File: src/rtl/ddr3_calib_pkg.sv
// Package of constants and types for the DDR3 calibration and command block.
`default_nettype none
package ddr3_calib_pkg;
    // ------------------------------------------------------------------
    // Command encodings as {cs_n, ras_n, cas_n, we_n}.
    // ------------------------------------------------------------------
    localparam logic [3:0] CMD_MRS  = 4'h0;
    localparam logic [3:0] CMD_REF  = 4'h1;
    localparam logic [3:0] CMD_PRE  = 4'h2;
    localparam logic [3:0] CMD_ACT  = 4'h3;
    localparam logic [3:0] CMD_WR   = 4'h4;
    localparam logic [3:0] CMD_RD   = 4'h5;
    localparam logic [3:0] CMD_ZQ   = 4'h6;
    localparam logic [3:0] CMD_NOP  = 4'h7;
    // ------------------------------------------------------------------
    // Mode register select codes and field positions.
    // ------------------------------------------------------------------
    localparam logic [2:0] BA_MR0   = 3'h0;
    localparam logic [2:0] BA_MR1   = 3'h1;
    localparam logic [2:0] BA_MR2   = 3'h2;
    localparam logic [2:0] BA_MR3   = 3'h3;
    localparam int         MR3_EN_BIT  = 2;
    localparam logic [1:0] MPR_FMT_PAT = 2'h0;
    localparam int         A_BC_BIT    = 12;
    localparam int         A_ZQL_BIT   = 10;
    localparam int         A_NIB_BIT   = 2;
    localparam logic [7:0] MPR_PATTERN = 8'haa;
    localparam logic [13:0] MR_RST     = 14'h0000;
    // ------------------------------------------------------------------
    // Timing: times in ns and derived cycle counts at 40 MHz.
    // ------------------------------------------------------------------
    localparam int CLK_PS       = 25000;
    localparam int TMOD_NS      = 15;
    localparam int TMOD_CYC     = (TMOD_NS * 1000 + CLK_PS - 1) / CLK_PS < 12 ? 12
                                : (TMOD_NS * 1000 + CLK_PS - 1) / CLK_PS;
    localparam int TZQINIT_CYC  = 512;
    localparam int TZQOPER_CYC  = 256;
    localparam int TZQCS_CYC    = 64;
    typedef enum logic [1:0] {
        ST_IDLE = 2'b00,
        ST_WAIT = 2'b01,
        ST_BURST = 2'b10,
        ST_ZQ   = 2'b11
    } seq_t;
endpackage
`default_nettype wire
File: src/rtl/ddr3_calib_dev.sv
// Device-side command decoder with calibration readout, mode registers and ZQ.
`default_nettype none
module ddr3_calib_dev
    import ddr3_calib_pkg::*;
#(
    parameter int DQ_W    = 8,
    parameter int ZQL_CYC = TZQOPER_CYC,
    parameter int ZQS_CYC = TZQCS_CYC
) (
    input  wire logic              mclk,
    input  wire logic              nrst,
    input  wire logic [3:0]        cmd,
    input  wire logic [2:0]        ba,
    input  wire logic [13:0]       addr,
    input  wire logic              all_lines,
    output logic      [DQ_W-1:0]   dq_out,
    output logic                   dq_oe,
    output logic                   readout_active,
    output logic                   array_read,
    output logic                   array_write,
    output logic                   zq_busy,
    output logic                   zq_long,
    output logic      [13:0]       mr0_val,
    output logic      [13:0]       mr1_val,
    output logic      [13:0]       mr2_val,
    output logic      [13:0]       mr3_val
);
    // ------------------------------------------------------------------
    // State record.
    // ------------------------------------------------------------------
    typedef struct packed {
        logic [3:0][13:0] mr;
        seq_t             st;
        logic [15:0]      cnt;
        logic [2:0]       beat;
        logic [2:0]       last;
        logic             mpr_en;
        logic [7:0]       modcnt;
        logic             zql;
        logic [DQ_W-1:0]  dq;
        logic             oe;
        logic             ard;
        logic             awr;
    } state_t;

    state_t s_q;
    state_t s_d;

    // Read latency from AL and CL in the mode registers.
    function automatic logic [15:0] rl_of(input logic [13:0] m0, input logic [13:0] m1);
        logic [4:0] cl;
        logic [4:0] al;
        cl = {1'b0, m0[6:4]} + 5'h05 + {4'h0, m0[2]};
        al = (m1[4:3] == 2'h1) ? cl - 5'h01 : (m1[4:3] == 2'h2) ? cl - 5'h02 : 5'h00;
        rl_of = {11'h000, cl + al};
    endfunction

    logic redir;
    logic fmt_ok;
    logic [7:0] pat;
    assign fmt_ok = (s_q.mr[3][1:0] == MPR_FMT_PAT);
    assign redir  = s_q.mpr_en && (s_q.modcnt == 8'h00);
    assign pat    = MPR_PATTERN;

    // ------------------------------------------------------------------
    // Next-state logic.
    // ------------------------------------------------------------------
    always_comb begin
        s_d = s_q;
        s_d.ard = 1'b0;
        s_d.awr = 1'b0;
        if (s_q.modcnt != 8'h00) begin
            s_d.modcnt = s_q.modcnt - 8'h01;
        end
        case (s_q.st)
            ST_IDLE: begin
                s_d.oe = 1'b0;
                s_d.dq = '0;
                if (cmd == CMD_MRS && ba[2] == 1'b0) begin
                    s_d.mr[ba[1:0]] = addr;
                    // readout enable tracks MR3 bit 2
                    if (ba == BA_MR3) begin
                        s_d.mpr_en = addr[MR3_EN_BIT];
                        s_d.modcnt = 8'(TMOD_CYC);
                    end
                end else if (cmd == CMD_ZQ) begin
                    s_d.st  = ST_ZQ;
                    s_d.zql = addr[A_ZQL_BIT];
                    s_d.cnt = addr[A_ZQL_BIT] ? 16'(ZQL_CYC - 1) : 16'(ZQS_CYC - 1);
                end else if (cmd == CMD_RD) begin
                    if (redir) begin
                        s_d.cnt = rl_of(s_q.mr[0], s_q.mr[1]) - 16'h0001;
                        s_d.st  = ST_WAIT;
                        if (!addr[A_BC_BIT]) begin
                            s_d.beat = {addr[A_NIB_BIT], 2'b00};
                            s_d.last = {addr[A_NIB_BIT], 2'b11};
                        end else begin
                            s_d.beat = 3'h0;
                            s_d.last = 3'h7;
                        end
                    end else begin
                        s_d.ard = 1'b1;
                    end
                // writes go to the array only outside readout
                end else if (cmd == CMD_WR && !s_q.mpr_en) begin
                    s_d.awr = 1'b1;
                end
            end
            ST_WAIT: begin
                s_d.cnt = s_q.cnt - 16'h0001;
                if (s_q.cnt == 16'h0000) begin
                    s_d.st = ST_BURST;
                end
            end
            ST_BURST: begin
                s_d.oe = fmt_ok;
                // beat n carries pattern bit n
                // prime line per byte or every line
                for (int i = 0; i < DQ_W; i++) begin
                    s_d.dq[i] = fmt_ok && (all_lines || (i % 8 == 0)) && pat[s_q.beat];
                end
                s_d.beat = s_q.beat + 3'h1;
                if (s_q.beat == s_q.last) begin
                    s_d.st = ST_IDLE;
                end
            end
            ST_ZQ: begin
                s_d.cnt = s_q.cnt - 16'h0001;
                if (s_q.cnt == 16'h0000) begin
                    s_d.st = ST_IDLE;
                end
            end
            default: s_d.st = ST_IDLE;
        endcase
    end

    // ------------------------------------------------------------------
    // State register.
    // ------------------------------------------------------------------
    always_ff @(posedge mclk or negedge nrst) begin
        if (!nrst) begin
            s_q <= '0;
        end else begin
            s_q <= s_d;
        end
    end

    // Outputs from the state record.
    assign dq_out         = s_q.dq;
    assign dq_oe          = s_q.oe;
    assign readout_active = redir;
    assign array_read     = s_q.ard;
    assign array_write    = s_q.awr;
    assign zq_busy        = (s_q.st == ST_ZQ);
    assign zq_long        = s_q.zql;
    assign mr0_val        = s_q.mr[0];
    assign mr1_val        = s_q.mr[1];
    assign mr2_val        = s_q.mr[2];
    assign mr3_val        = s_q.mr[3];
endmodule
`default_nettype wire

File: config.mk
export PLATFORM = sky130hd
export DESIGN_NAME = ddr3_calib_dev
export DESIGN_NICKNAME = d
export VERILOG_FILES = /design/src/rtl/ddr3_calib_pkg.sv /design/src/rtl/ddr3_calib_dev.sv
export SDC_FILE = /design/constraint.sdc
export NUM_CORES = 1
export LEC_CHECK = 0
export BUFFER_PORTS_ARGS = -buffer_cell sky130_fd_sc_hd__buf_2
export CORE_MARGIN = 3
export CORE_UTILIZATION = 56
export DETAILED_ROUTE_END_ITERATION = 16
export GPL_TIMING_DRIVEN = 1
export PLACE_DENSITY = 0.8
export SYNTH_ARGS = -nofsm -noshare
export SYNTH_HDL_FRONTEND = slang
export SYNTH_SLANG_ARGS = --single-unit
File: constraint.sdc
create_clock -name mclk -period 4.5 [get_ports mclk]
set_input_delay 0.9 -clock mclk [delete_from_list [all_inputs] [get_ports mclk]]
set_output_delay 0.9 -clock mclk [all_outputs]
set_load 0.05 [all_outputs]
==> impl_results.md, run 1 <==
- Logic pwr share: 10.2%
- Critical path cell sequence: inv_1, ha_1, inv_1, ha_1, xnor2_1, inv_1, ha_1, o31ai_1, xnor2_1, o22ai_1, ha_1, nor2_1, nor4b_1, a311oi_2, a2111oi_4, nand2_2, o211ai_1
- HPWL after DPL: 8160 µm
- Pin count of the biggest net entering global routing: 74
- CTS Hold Bufs: 0
- CTS sink count: 94
- Grt total ovfl: 0
- Final setup fails: 0
- Top cell type's share of synthesized area: 45.1%
- TritonCTS clock tree: done
- Net switching power figure: 0.449 mW
- Antenna diode count: 0
- Resize count post-CTS: 0
- DRC violations left: 0
- Antenna-violating nets left: 0
- Syn_area_per_cell: 10.0 µm²
- EDFF count, synth: 0
- Biggest area consumer among synthesized cells: dfrtp_1
- Synth Instances: 520
- Commonest non-fill, non-tap cell in the layout: dfrtp_1
- Int Power: 1.16 mW
- Core Rows: 34
- Number of global-route vias before repair: 3,657
- Status: finished clean
- Leak pwr: 2.86 nW
- Most frequent cells in the layout: dfrtp_1, buf_2, nand2_1
- Seq cells post-synth: 94
- Distinct cell type count after synthesis: 61
- Die ar.: 0.0105 mm²
- Clk_lat worst skew: 370 ps
- Main synth FF type: dfrtp_1
- Gpl congestion: 0.857
- Clk pwr share: 32.1%
- Max rail drop VDD: 0.000209 V
- Reg clk slew, reported paths: 100 ps
- Via count: 3,774
- Sequential power share: 57.6%
- Share of cells above drive strength 1: 31.0%
- HP Class: reg -> reg
- Die height: 103 µm
- CTS max path bufs: 2
- Initial antenna violation count: 0
- Area occupied by multi-input gates: 0.00222 mm²
- Synth Warn #: 0
- DRT iter0 DRCs: 193
- Pwr Density: 294 mW/mm²
- Critical path startpoint category: register
- Postcts setup bufs: 0
- Port bufs: 93
- Register area share after synthesis: 45.1%
- Flop2flop setup slack: 560 ps
- Per-cell routed wire length: 16.8 µm
- Fraction of the cycle the final worst path needs: 87.6%
- Setup Skew: 8.93 ps
- Clock root cell: clkbuf_8
- Fillers: 733
- Nets: 587
- Routed wire length: 11,100 µm
- WHS: 478 ps
- Unrepaired setup endpoints after global routing: false
- Core area: 0.00889 mm²
- Final Hold Fails: 0
- Critical path peak fanout: 10
- Top cells by area, synth: dfrtp_1, buf_4, mux2_2
- Non-Filler Instances: 663
- Crit path top cell by count: ha_1
- Initial core utilization: 58.7%
- Fmax: 254 MHz
- Total GRT Usage: 22.1%
- First-pass GRT wire length: 18,000 µm
- Net Count, Synth: 557
- WS Path Type: reg -> reg
- Post-synth ARST share: 100%
- Maxcap violations: 0
- P&R area growth vs syn: 5.11%
- Slew headroom: 38.5%
- Switching share of power: 27.9%
- Storage cell area: 0.00235 mm²
- Via density per instance: 5.69
- Post-route minimum period: 3940 ps
- Critical Path RT: 4790 ps
- Die width: 103 µm
- Final Max Slew Viols: 0
- # IOs: 94
- Slowest CP cell: xnor2_1
- Setup crit end kind: register
- Number of buffers created by CTS: 9
- Mapped cell area: 0.00522 mm²
- DR pass1 iterations: 4
- CP Data Arrival Time: 4240 ps
- CP peak stage delay: 570 ps
- TNS Setup: 0 ps
- Least-Margin Pin Slew: 923 ps
- Inst Count DP: 647
- H-tree Lvls: 3
==> path summary, 6_finish.rpt <==
kind,start,endpoint,cells past startpoint
worst max register to register,mr0_val[4],s_q[36],17
worst min register to register,mr3_val[10],mr3_val[10],2
min in group asynchronous,nrst,s_q[41],1
worst min-delay path,mr3_val[10],mr3_val[10],2
max in group asynchronous,nrst,mr2_val[8],2
worst max-delay path,mr0_val[4],s_q[36],17
==> synthesized netlist by cell type, types with 3 or more instances <==
library cell,count
mux2_2,40
o22ai_1,4
o31ai_1,3
or3_1,3
o21ai_0,18
xor2_1,9
buf_2,3
a22oi_1,3
nand2b_1,4
nand2_1,73
nand3_1,10
dfrtp_1,94
and3_1,4
nor3b_1,4
xnor2_1,14
clkbuf_1,11
a21oi_1,21
a211o_1,3
ha_1,12
nor3_1,13
o211ai_1,7
nor4_1,6
inv_1,24
buf_4,64
nor2_1,26
==> area by class of cell <==
type / instances / area share (%)
tap: 108 / 2.47
clock buffer: 10 / 2.33
sequential: 94 / 42.9
timing repair buffer: 98 / 9.22
clock inverter: 6 / 0.845
inverter: 24 / 1.64
multi-input combinational: 323 / 40.6
==> per-stage QoR <==
step | utilization, % | instance area [µm²] | power [mW] | worst slack [ps]
2_1_floorplan | - | 5220 | 1.04 | 1030
3_3_place_gp | 59.7 | 5310 | 1.10 | 847
3_5_place_dp | 59.7 | 5310 | 1.11 | 612
4_1_cts | 61.7 | 5480 | 1.62 | 600
5_1_grt | 61.7 | 5480 | 1.68 | 113
6_report | 61.7 | 5480 | 1.61 | 556
==> state kept, by name, indices dropped and copies added (netlist names) <==
register / count
s_q: 32
mr0_val: 14
mr1_val: 14
mr2_val: 14
mr3_val: 14
dq_out: 2
array_read: 1
array_write: 1
dq_oe: 1
zq_long: 1
==> power by group through the flow <==
| stage | Sequential (mW) | Clock, mW | Combinational, mW |
|---|---|---|---|
| 2_1_floorplan | 0.934 | 0 | 0.109 |
| 4_1_cts | 0.927 | 0.530 | 0.166 |
| 3_5_place_dp | 0.944 | 0 | 0.164 |
| 3_3_place_gp | 0.941 | 0 | 0.156 |
| 5_1_grt | 0.935 | 0.560 | 0.187 |
| 6_report | 0.929 | 0.518 | 0.165 |
==> logic make-up after synthesis <==
logic type / count (synthesis) / share of synthesized area, %
AOI/OAI and AO/OA: 80 / 10.6
xor gates and xnor gates: 23 / 3.86
adders and majority gates: 13 / 3.26
buffers and inverters: 103 / 12.2
DFF: 94 / 45.1
muxes: 42 / 9.02
and+or+nand+nor: 165 / 15.9
==> per-layer routing <==
metal | GRT usage (%) | part of all wire, % | up-vias
met3 | 7.17 | 7.5 | 21
met2 | 35.5 | 49 | 106
met5 | 0 | 0 | -
met1 | 28.2 | 42 | 1835
li1 | - | - | 1812
met4 | 7.97 | 1.7 | 0
==> worst max-delay path: cells and delay by family (launching register included) <==
kind                     cells  cell delay [ps]
flip-flops                   1              390
buffers and inverters        3              250
AO/OA/AOI/OAI                5              930
adder cells (fa/ha/maj)      4              930
AND/OR/NAND/NOR              3              650
XOR/XNOR                     2              730
(Power assumes the default switching activity.)
==> inputs of run 2 (changes only) <==
CORE_MARGIN = not set   (was 3)
==> run 2 against run 1 <==
  * The flow now finishes with violations (DRC)
  * Hold slack got worse by 4.7 ps
  * Non-clock buffer count increased by 1
  * Sequential cell count unchanged
  * Sequential power about the same
  * Critical path depth unchanged
  * Critical path type unchanged
  * Largest power group unchanged
==> impl_results.md, run 2 (synthesis gave the netlist of run 1 again) <==
- Largest Register: s_q
- Postcts setup bufs: 0 (unchanged)
- Commonest non-fill, non-tap cell in the layout: dfrtp_1
- WS Path Type: reg -> reg
- First-pass GRT wire length: 18,000 µm (-0.46%)
- DR pass1 iterations: 13 (+9)
- Number of buffers created by CTS: 9 (unchanged)
- Least-Margin Pin Slew: 1110 ps (+190 ps)
- CTS sink count: 94 (unchanged)
- H-tree Lvls: 3 (unchanged)
- Clock root cell: clkbuf_8
- DRC violations left: 2 (+2)
- Pin count of the biggest net entering global routing: 70 (-5.4%)
- Via count: 3,853 (+2.1%)
- Post-route minimum period: 4100 ps (+155 ps)
- Grt total ovfl: 0 (unchanged)
- Port bufs: 93 (unchanged)
- Share of cells above drive strength 1: 31.3% (+0.30 points)
- Critical path startpoint category: register
- Critical path peak fanout: 10 (unchanged)
- Per-cell routed wire length: 16.2 µm (-3.7%)
- HP Class: reg -> reg
- Nets: 588 (+0.17%)
- Largest register FFs: 32 (unchanged)
- Clk_lat worst skew: 370 ps (about the same)
- Leak pwr: 2.87 nW (+0.63%)
- Critical Path RT: 4760 ps (-30 ps)
- Initial antenna violation count: 0 (unchanged)
- CTS max path bufs: 2 (unchanged)
- Routed wire length: 10,700 µm (-3.5%)
- # IOs: 94 (unchanged)
- Number of global-route vias before repair: 3,720 (+1.7%)
- Die height: 98.5 µm (-3.9%)
- DRT iter0 DRCs: 200 (+3.6%)
- Pwr Density: 298 mW/mm² (+1.4%)
- Die ar.: 0.00970 mm² (-7.7%)
- Fmax: 244 MHz (-3.8%)
- Via density per instance: 5.80 (+1.9%)
- Failing checks: DRC
- Initial core utilization: 58.9% (+0.28 points)
- HPWL after DPL: 7820 µm (-4.2%)
- Reg clk slew, reported paths: 100 ps (about the same)
- Final setup fails: 0 (unchanged)
- Core Rows: 34 (unchanged)
- CTS Hold Bufs: 0 (unchanged)
- Most frequent cells in the layout: dfrtp_1, buf_2, nand2_1
- TritonCTS clock tree: done
- Resize count post-CTS: 0 (unchanged)
- P&R area growth vs syn: 5.57%
- TNS Setup: 0 ps (unchanged)
- Final Max Slew Viols: 0 (unchanged)
- Core Util, Final: 62.2% (+0.57 points)
- Status: finished with violations
- Gpl congestion: 0.906 (+5.7%)
- Final Hold Fails: 0 (unchanged)
- CP Data Arrival Time: 4350 ps (+110 ps)
- Slew headroom: 25.1% (-13 points)
- Max rail drop VDD: 0.000177 V (-16%)
- Total GRT Usage: 23.2% (+1.1 points)
- Setup crit end kind: register
- Core area: 0.00885 mm² (-0.48%)
- Unrepaired setup endpoints after global routing: false
- Fraction of the cycle the final worst path needs: 91.1% (+3.4 points)
- Antenna diode count: 0 (unchanged)
- Setup Skew: 10.1 ps (+1.19 ps)
- Antenna-violating nets left: 0 (unchanged)
- Maxcap violations: 0 (unchanged)
- Die width: 98.5 µm (-3.9%)
## run 2: cell count changes in the layout (fill, tap and decap cells not counted)
cell / before / now
clkinv_4: 2 / 0
inv_6: 1 / 3
buf_4: 6 / 7
clkbuf_1: 1 / 0
clkinv_8: 0 / 1
clkinvlp_4: 2 / 1
inv_8: 0 / 1
## run 2: final timing paths
path,start,end,slack [ps],cells after the start
worst min register to register,mr3_val[9],mr3_val[9],470,2
max in group asynchronous,nrst,s_q[17],2980,2
worst max register to register,mr0_val[2],s_q[31],400,17
min in group asynchronous,nrst,s_q[41],640,1
worst max-delay path,mr0_val[2],s_q[31],400,17
worst min-delay path,mr3_val[9],mr3_val[9],470,2
## run 2: through the flow
| step | hold slack (ps) | total power [mW] | area, µm² | worst slack, ps | std cells |
|---|---|---|---|---|---|
| 6_report | 474 | 1.64 | 5510 | 401 | 664 |
| 3_3_place_gp | 446 | 1.10 | 5320 | 850 | 648 |
| 5_1_grt | 507 | 1.71 | 5510 | 182 | 664 |
| 2_1_floorplan | 440 | 1.04 | 5220 | 1030 | 520 |
| 3_5_place_dp | 451 | 1.11 | 5320 | 555 | 648 |
| 4_1_cts | 476 | 1.66 | 5510 | 481 | 664 |
## run 2: routing by layer
metal | global-route usage, % | wire, µm | up-vias
met2 | 36.0 | 5030 | 157
met3 | 5.82 | 753 | 33
met1 | 31.3 | 4700 | 1864
met4 | 9.41 | 249 | 0
met5 | 0 | 0 | -
li1 | - | - | 1799
## run 2: final cells by class
type	count	area, µm²
Tap cell	108	135
Sequential cell	94	2350
Clock inverter	7	66.3
Fill cell	734	3340
Inverter	24	90.1
Clock buffer	9	124
Multi-Input combinational cell	323	2220
Timing Repair Buffer	99	513
## run 2: power breakdown
group | total, mW | internal [mW] | leakage [nW] | switching [mW]
clock | 0.543 | 0.214 | 0.0953 | 0.328
sequential | 0.930 | 0.881 | 1.20 | 0.0491
combinational | 0.168 | 0.0770 | 1.58 | 0.0905
total | 1.64 | 1.17 | 2.87 | 0.468
## run 2: worst max-delay path, stage by stage, from the launching register on
cell and delay (ps):
dfrtp_1 380, inv_1 80, ha_1 160, inv_1 60, ha_1 200, xnor2_1 570
inv_1 100, ha_1 240, o31ai_1 90, xnor2_1 160, o22ai_1 110, ha_1 350
nor2_1 100, nor4b_1 380, a311oi_2 140, a2111oi_0 420, nor2_1 110, a221oi_1 350
==> inputs of run 3 (changes only) <==
ABC_AREA = 1   (was not set)
==> run 3 against run 2 <==
  * The flow still finishes with violations (DRC)
  * Area after synthesis down 1.0%
  * Maximum frequency grew 31%
  * Setup slack better by 960 ps
  * Sequential share of layout area increased by 0.58 points
  * Core utilization decreased by 0.54 points
  * Via count is 5.9% higher
  * Clock power about the same
  * Hold slack better by 19 ps
  * Power up 0.44%
  * Routed wire length decreased by 2.3%
  * Combinational power increased by 14%
  * Critical path type unchanged
  * Largest power group unchanged
==> impl_results.md, run 3 <==
- Fmax: 319 MHz (+31%)
- Crit-path leading delay family: adder cells
- Top cells by area, synth: dfrtp_1, nand2_1, buf_4
- TNS Setup: 0 ps (unchanged)
- Hold Path End: mr1_val[13]
- Setup Skew: 9.48 ps (-0.647 ps)
- Antenna diode count: 0 (unchanged)
- Clk_lat worst skew: 370 ps (about the same)
- Initial core utilization: 58.6% (-0.31 points)
- Nets: 706 (+20%)
- TritonCTS clock tree: done
- Final Hold Fails: 0 (unchanged)
- Maxcap violations: 0 (unchanged)
- Core area: 0.00881 mm² (-0.48%)
- P&R area growth vs syn: 5.21%
- Number of global-route vias before repair: 4,010 (+7.8%)
- Share of cells above drive strength 1: 20.3% (-11 points)
- Routed wire length: 10,500 µm (-2.3%)
- Fraction of the cycle the final worst path needs: 69.8% (-21 points)
- Commonest cells post-synth: nand2_1, dfrtp_1, o21ai_0, inv_1, buf_4
- CTS max path bufs: 2 (unchanged)
- Antenna-violating nets left: 0 (unchanged)
- Reg clk slew, reported paths: 100 ps (about the same)
- Commonest non-fill, non-tap cell in the layout: nand2_1
- Per-cell routed wire length: 13.4 µm (-17%)
- # IOs: 94 (unchanged)
- EDFF count, synth: 0 (unchanged)
- DR pass1 iterations: 10 (-3)
- Total GRT Usage: 23.2% (+0.025 points)
- Synth Instances: 640 (+23%)
- Core Rows: 34 (unchanged)
- Main synth FF type: dfrtp_1
- Seq cells post-synth: 94 (unchanged)
- Unrepaired setup endpoints after global routing: false
- Final Max Slew Viols: 0 (unchanged)
- Most frequent cell after synthesis: nand2_1
- HP Class: reg -> reg
- CTS sink count: 94 (unchanged)
- Flop2flop setup slack: 1360 ps (+960 ps)
- CTS Hold Bufs: 0 (unchanged)
- Net Count, Synth: 677 (+22%)
- WS Path Type: reg -> reg
- Via count: 4,080 (+5.9%)
- Die ar.: 0.00961 mm² (-0.98%)
- Critical Path RT: 4780 ps (+20 ps)
- Least-Margin Pin Slew: 926 ps (-187 ps)
- Mapped cell area: 0.00516 mm² (-1.0%)
- Setup crit end kind: register
- Via density per instance: 5.22 (-10%)
- Reg-to-reg critical path endpoint: s_q[34]
- Post-route minimum period: 3140 ps (-959 ps)
- Cells on Worst Hold Path: 2 (unchanged)
- Largest Register: s_q
- Die height: 98.0 µm (-0.49%)
- CP peak stage delay: 410 ps (-160 ps)
- Wl on met1: 4660 µm (-0.85%)
- Postcts setup bufs: 0 (unchanged)
- H-tree Lvls: 3 (unchanged)
- Number of buffers created by CTS: 9 (unchanged)
- Pin count of the biggest net entering global routing: 71 (+1.4%)
- Status: finished with violations
- Gpl congestion: 0.874 (-3.5%)
- Distinct cell type count after synthesis: 40 (-34%)
- HPWL after DPL: 7680 µm (-1.8%)
- Critical path startpoint category: register
- Synth Warn #: 0 (unchanged)
- Final setup fails: 0 (unchanged)
- Largest register FFs: 32 (unchanged)
- Clock root cell: clkbuf_8
- CP Data Arrival Time: 3420 ps (-930 ps)
- Initial antenna violation count: 0 (unchanged)
- Port bufs: 93 (unchanged)
- Top Metal Used: met4
- Met3 Routed Length: 791 µm (+5.0%)
- Die width: 98.0 µm (-0.49%)
- Design Power: 1.65 mW (+0.44%)
- Critical path cell sequence: inv_1, ha_1, inv_1, ha_1, inv_1, ha_1, o21ai_0, ha_1, a21o_1, nand2_1, nand2_1, nand2_1, nand2_1, inv_2, nor2_2, nand3_1, and2_4, nand2_2, nand2_1, inv_1
- Leak pwr: 3.03 nW (+5.5%)
- Reg2reg start: mr0_val[2]
- Fillers: 741 (+0.95%)
- Most frequent cells in the layout: nand2_1, dfrtp_1, buf_2
- Register area share after synthesis: 45.6% (+0.46 points)
- Top cell type's share of synthesized area: 45.6% (+0.46 points)
- Hold Startpoint: mr1_val[13]
- WP buf/inv: 5 (+2)
- Critical path peak fanout: 10 (unchanged)
- DRT iter0 DRCs: 220 (+10%)
- DRC violations left: 4 (+2)
- Pwr Density: 303 mW/mm² (+1.8%)
- Met2 wire len: 4920 µm (-2.1%)
- Worst reg-to-reg path cell count: 20 (+3)
- Slowest CP cell: dfrtp_1
- Resize count post-CTS: 0 (unchanged)
- Max rail drop VDD: 0.000217 V (+23%)
- Grt total ovfl: 0 (unchanged)
- Syn_area_per_cell: 8.07 µm² (-20%)
- Crit path top cell by count: nand2_1
- First-pass GRT wire length: 17,900 µm (-0.11%)
- Biggest area consumer among synthesized cells: dfrtp_1
- Slew headroom: 38.1% (+13 points)
- Post-synth ARST share: 100% (unchanged)
- Failing checks: DRC
==> run 3: changes by cell type after synthesis, moves of 6 or more <==
| cell | change |
|---|---|
| mux2_2 | -40 |
| o21ai_0 | +60 |
| inv_1 | +49 |
| nand3_1 | +16 |
| nor4_1 | -6 |
| xnor2_1 | -11 |
| nor2_1 | +28 |
| o211ai_1 | -7 |
| nor3_1 | -7 |
| nand2_1 | +67 |
==> run 3: final cells by class <==
type	instances	area (µm²)	area share [%]
flip-flops and latches	94	2350	43.3
clock inverters	7	66.3	1.22
well taps	108	135	2.49
clock buffers	9	124	2.28
repair buffers	95	483	8.89
inverters	79	304	5.60
multi-input cells	390	1970	36.2
==> run 3: worst register-to-register path, cell delays in order (launching register included) <==
cell     delay (ps)
dfrtp_1         410
inv_1            60
ha_1            140
inv_1            50
ha_1            360
inv_1           110
ha_1            300
o21ai_0         330
ha_1            310
a21o_1          160
nand2_1          80
nand2_1          50
nand2_1          60
nand2_1          70
inv_2            60
nor2_2           40
nand3_1         100
and2_4          230
nand2_2          50
nand2_1          50
inv_1            30
==> run 3: per-layer routing <==
layer	vias up	GRT usage [%]
li1	2014	-
met2	117	37.2
met4	0	6.76
met3	11	7.23
met5	-	0
met1	1938	30.4
==> run 3: per-stage QoR <==
stage	std cells	setup WS, ps	hold slack (ps)	util, %	instance area (µm²)
3_5_place_dp	766	1390	472	59.5	5240
5_1_grt	782	1090	513	61.7	5430
4_1_cts	782	1370	497	61.7	5430
2_1_floorplan	640	1600	448	-	5160
3_3_place_gp	766	1520	461	59.5	5240
6_report	782	1360	493	61.7	5430
==> run 3: logic make-up (layout without fill, tap and decap cells) <==
family / after synthesis / count (layout) / share of synthesized area, %
AOI/OAI and AO/OA: 110 / 110 / 11.1
xor gates and xnor gates: 14 / 14 / 2.38
adders and majority gates: 13 / 13 / 3.30
buffers and inverters: 156 / 190 / 16.3
DFF: 94 / 94 / 45.6
and+or+nand+nor: 253 / 253 / 21.4
==> run 3: worst max-delay path by stage <==
stage,end,cells past startpoint,slack [ps],from
after floorplan,s_q[39],18,1600,mr0_val[2]
after global placement,s_q[34],21,1520,mr0_val[2]
after detailed placement,s_q[39],17,1390,mr0_val[2]
after CTS,s_q[40],17,1370,mr0_val[2]
after global routing,s_q[34],21,1090,mr0_val[2]
final,s_q[34],20,1360,mr0_val[2]
==> run 3: power by group <==
group          leakage, nW  switching [mW]  total, mW  internal [mW]
combinational         1.69           0.120      0.191         0.0711
sequential            1.25          0.0281      0.911          0.883
clock               0.0914           0.331      0.545          0.214
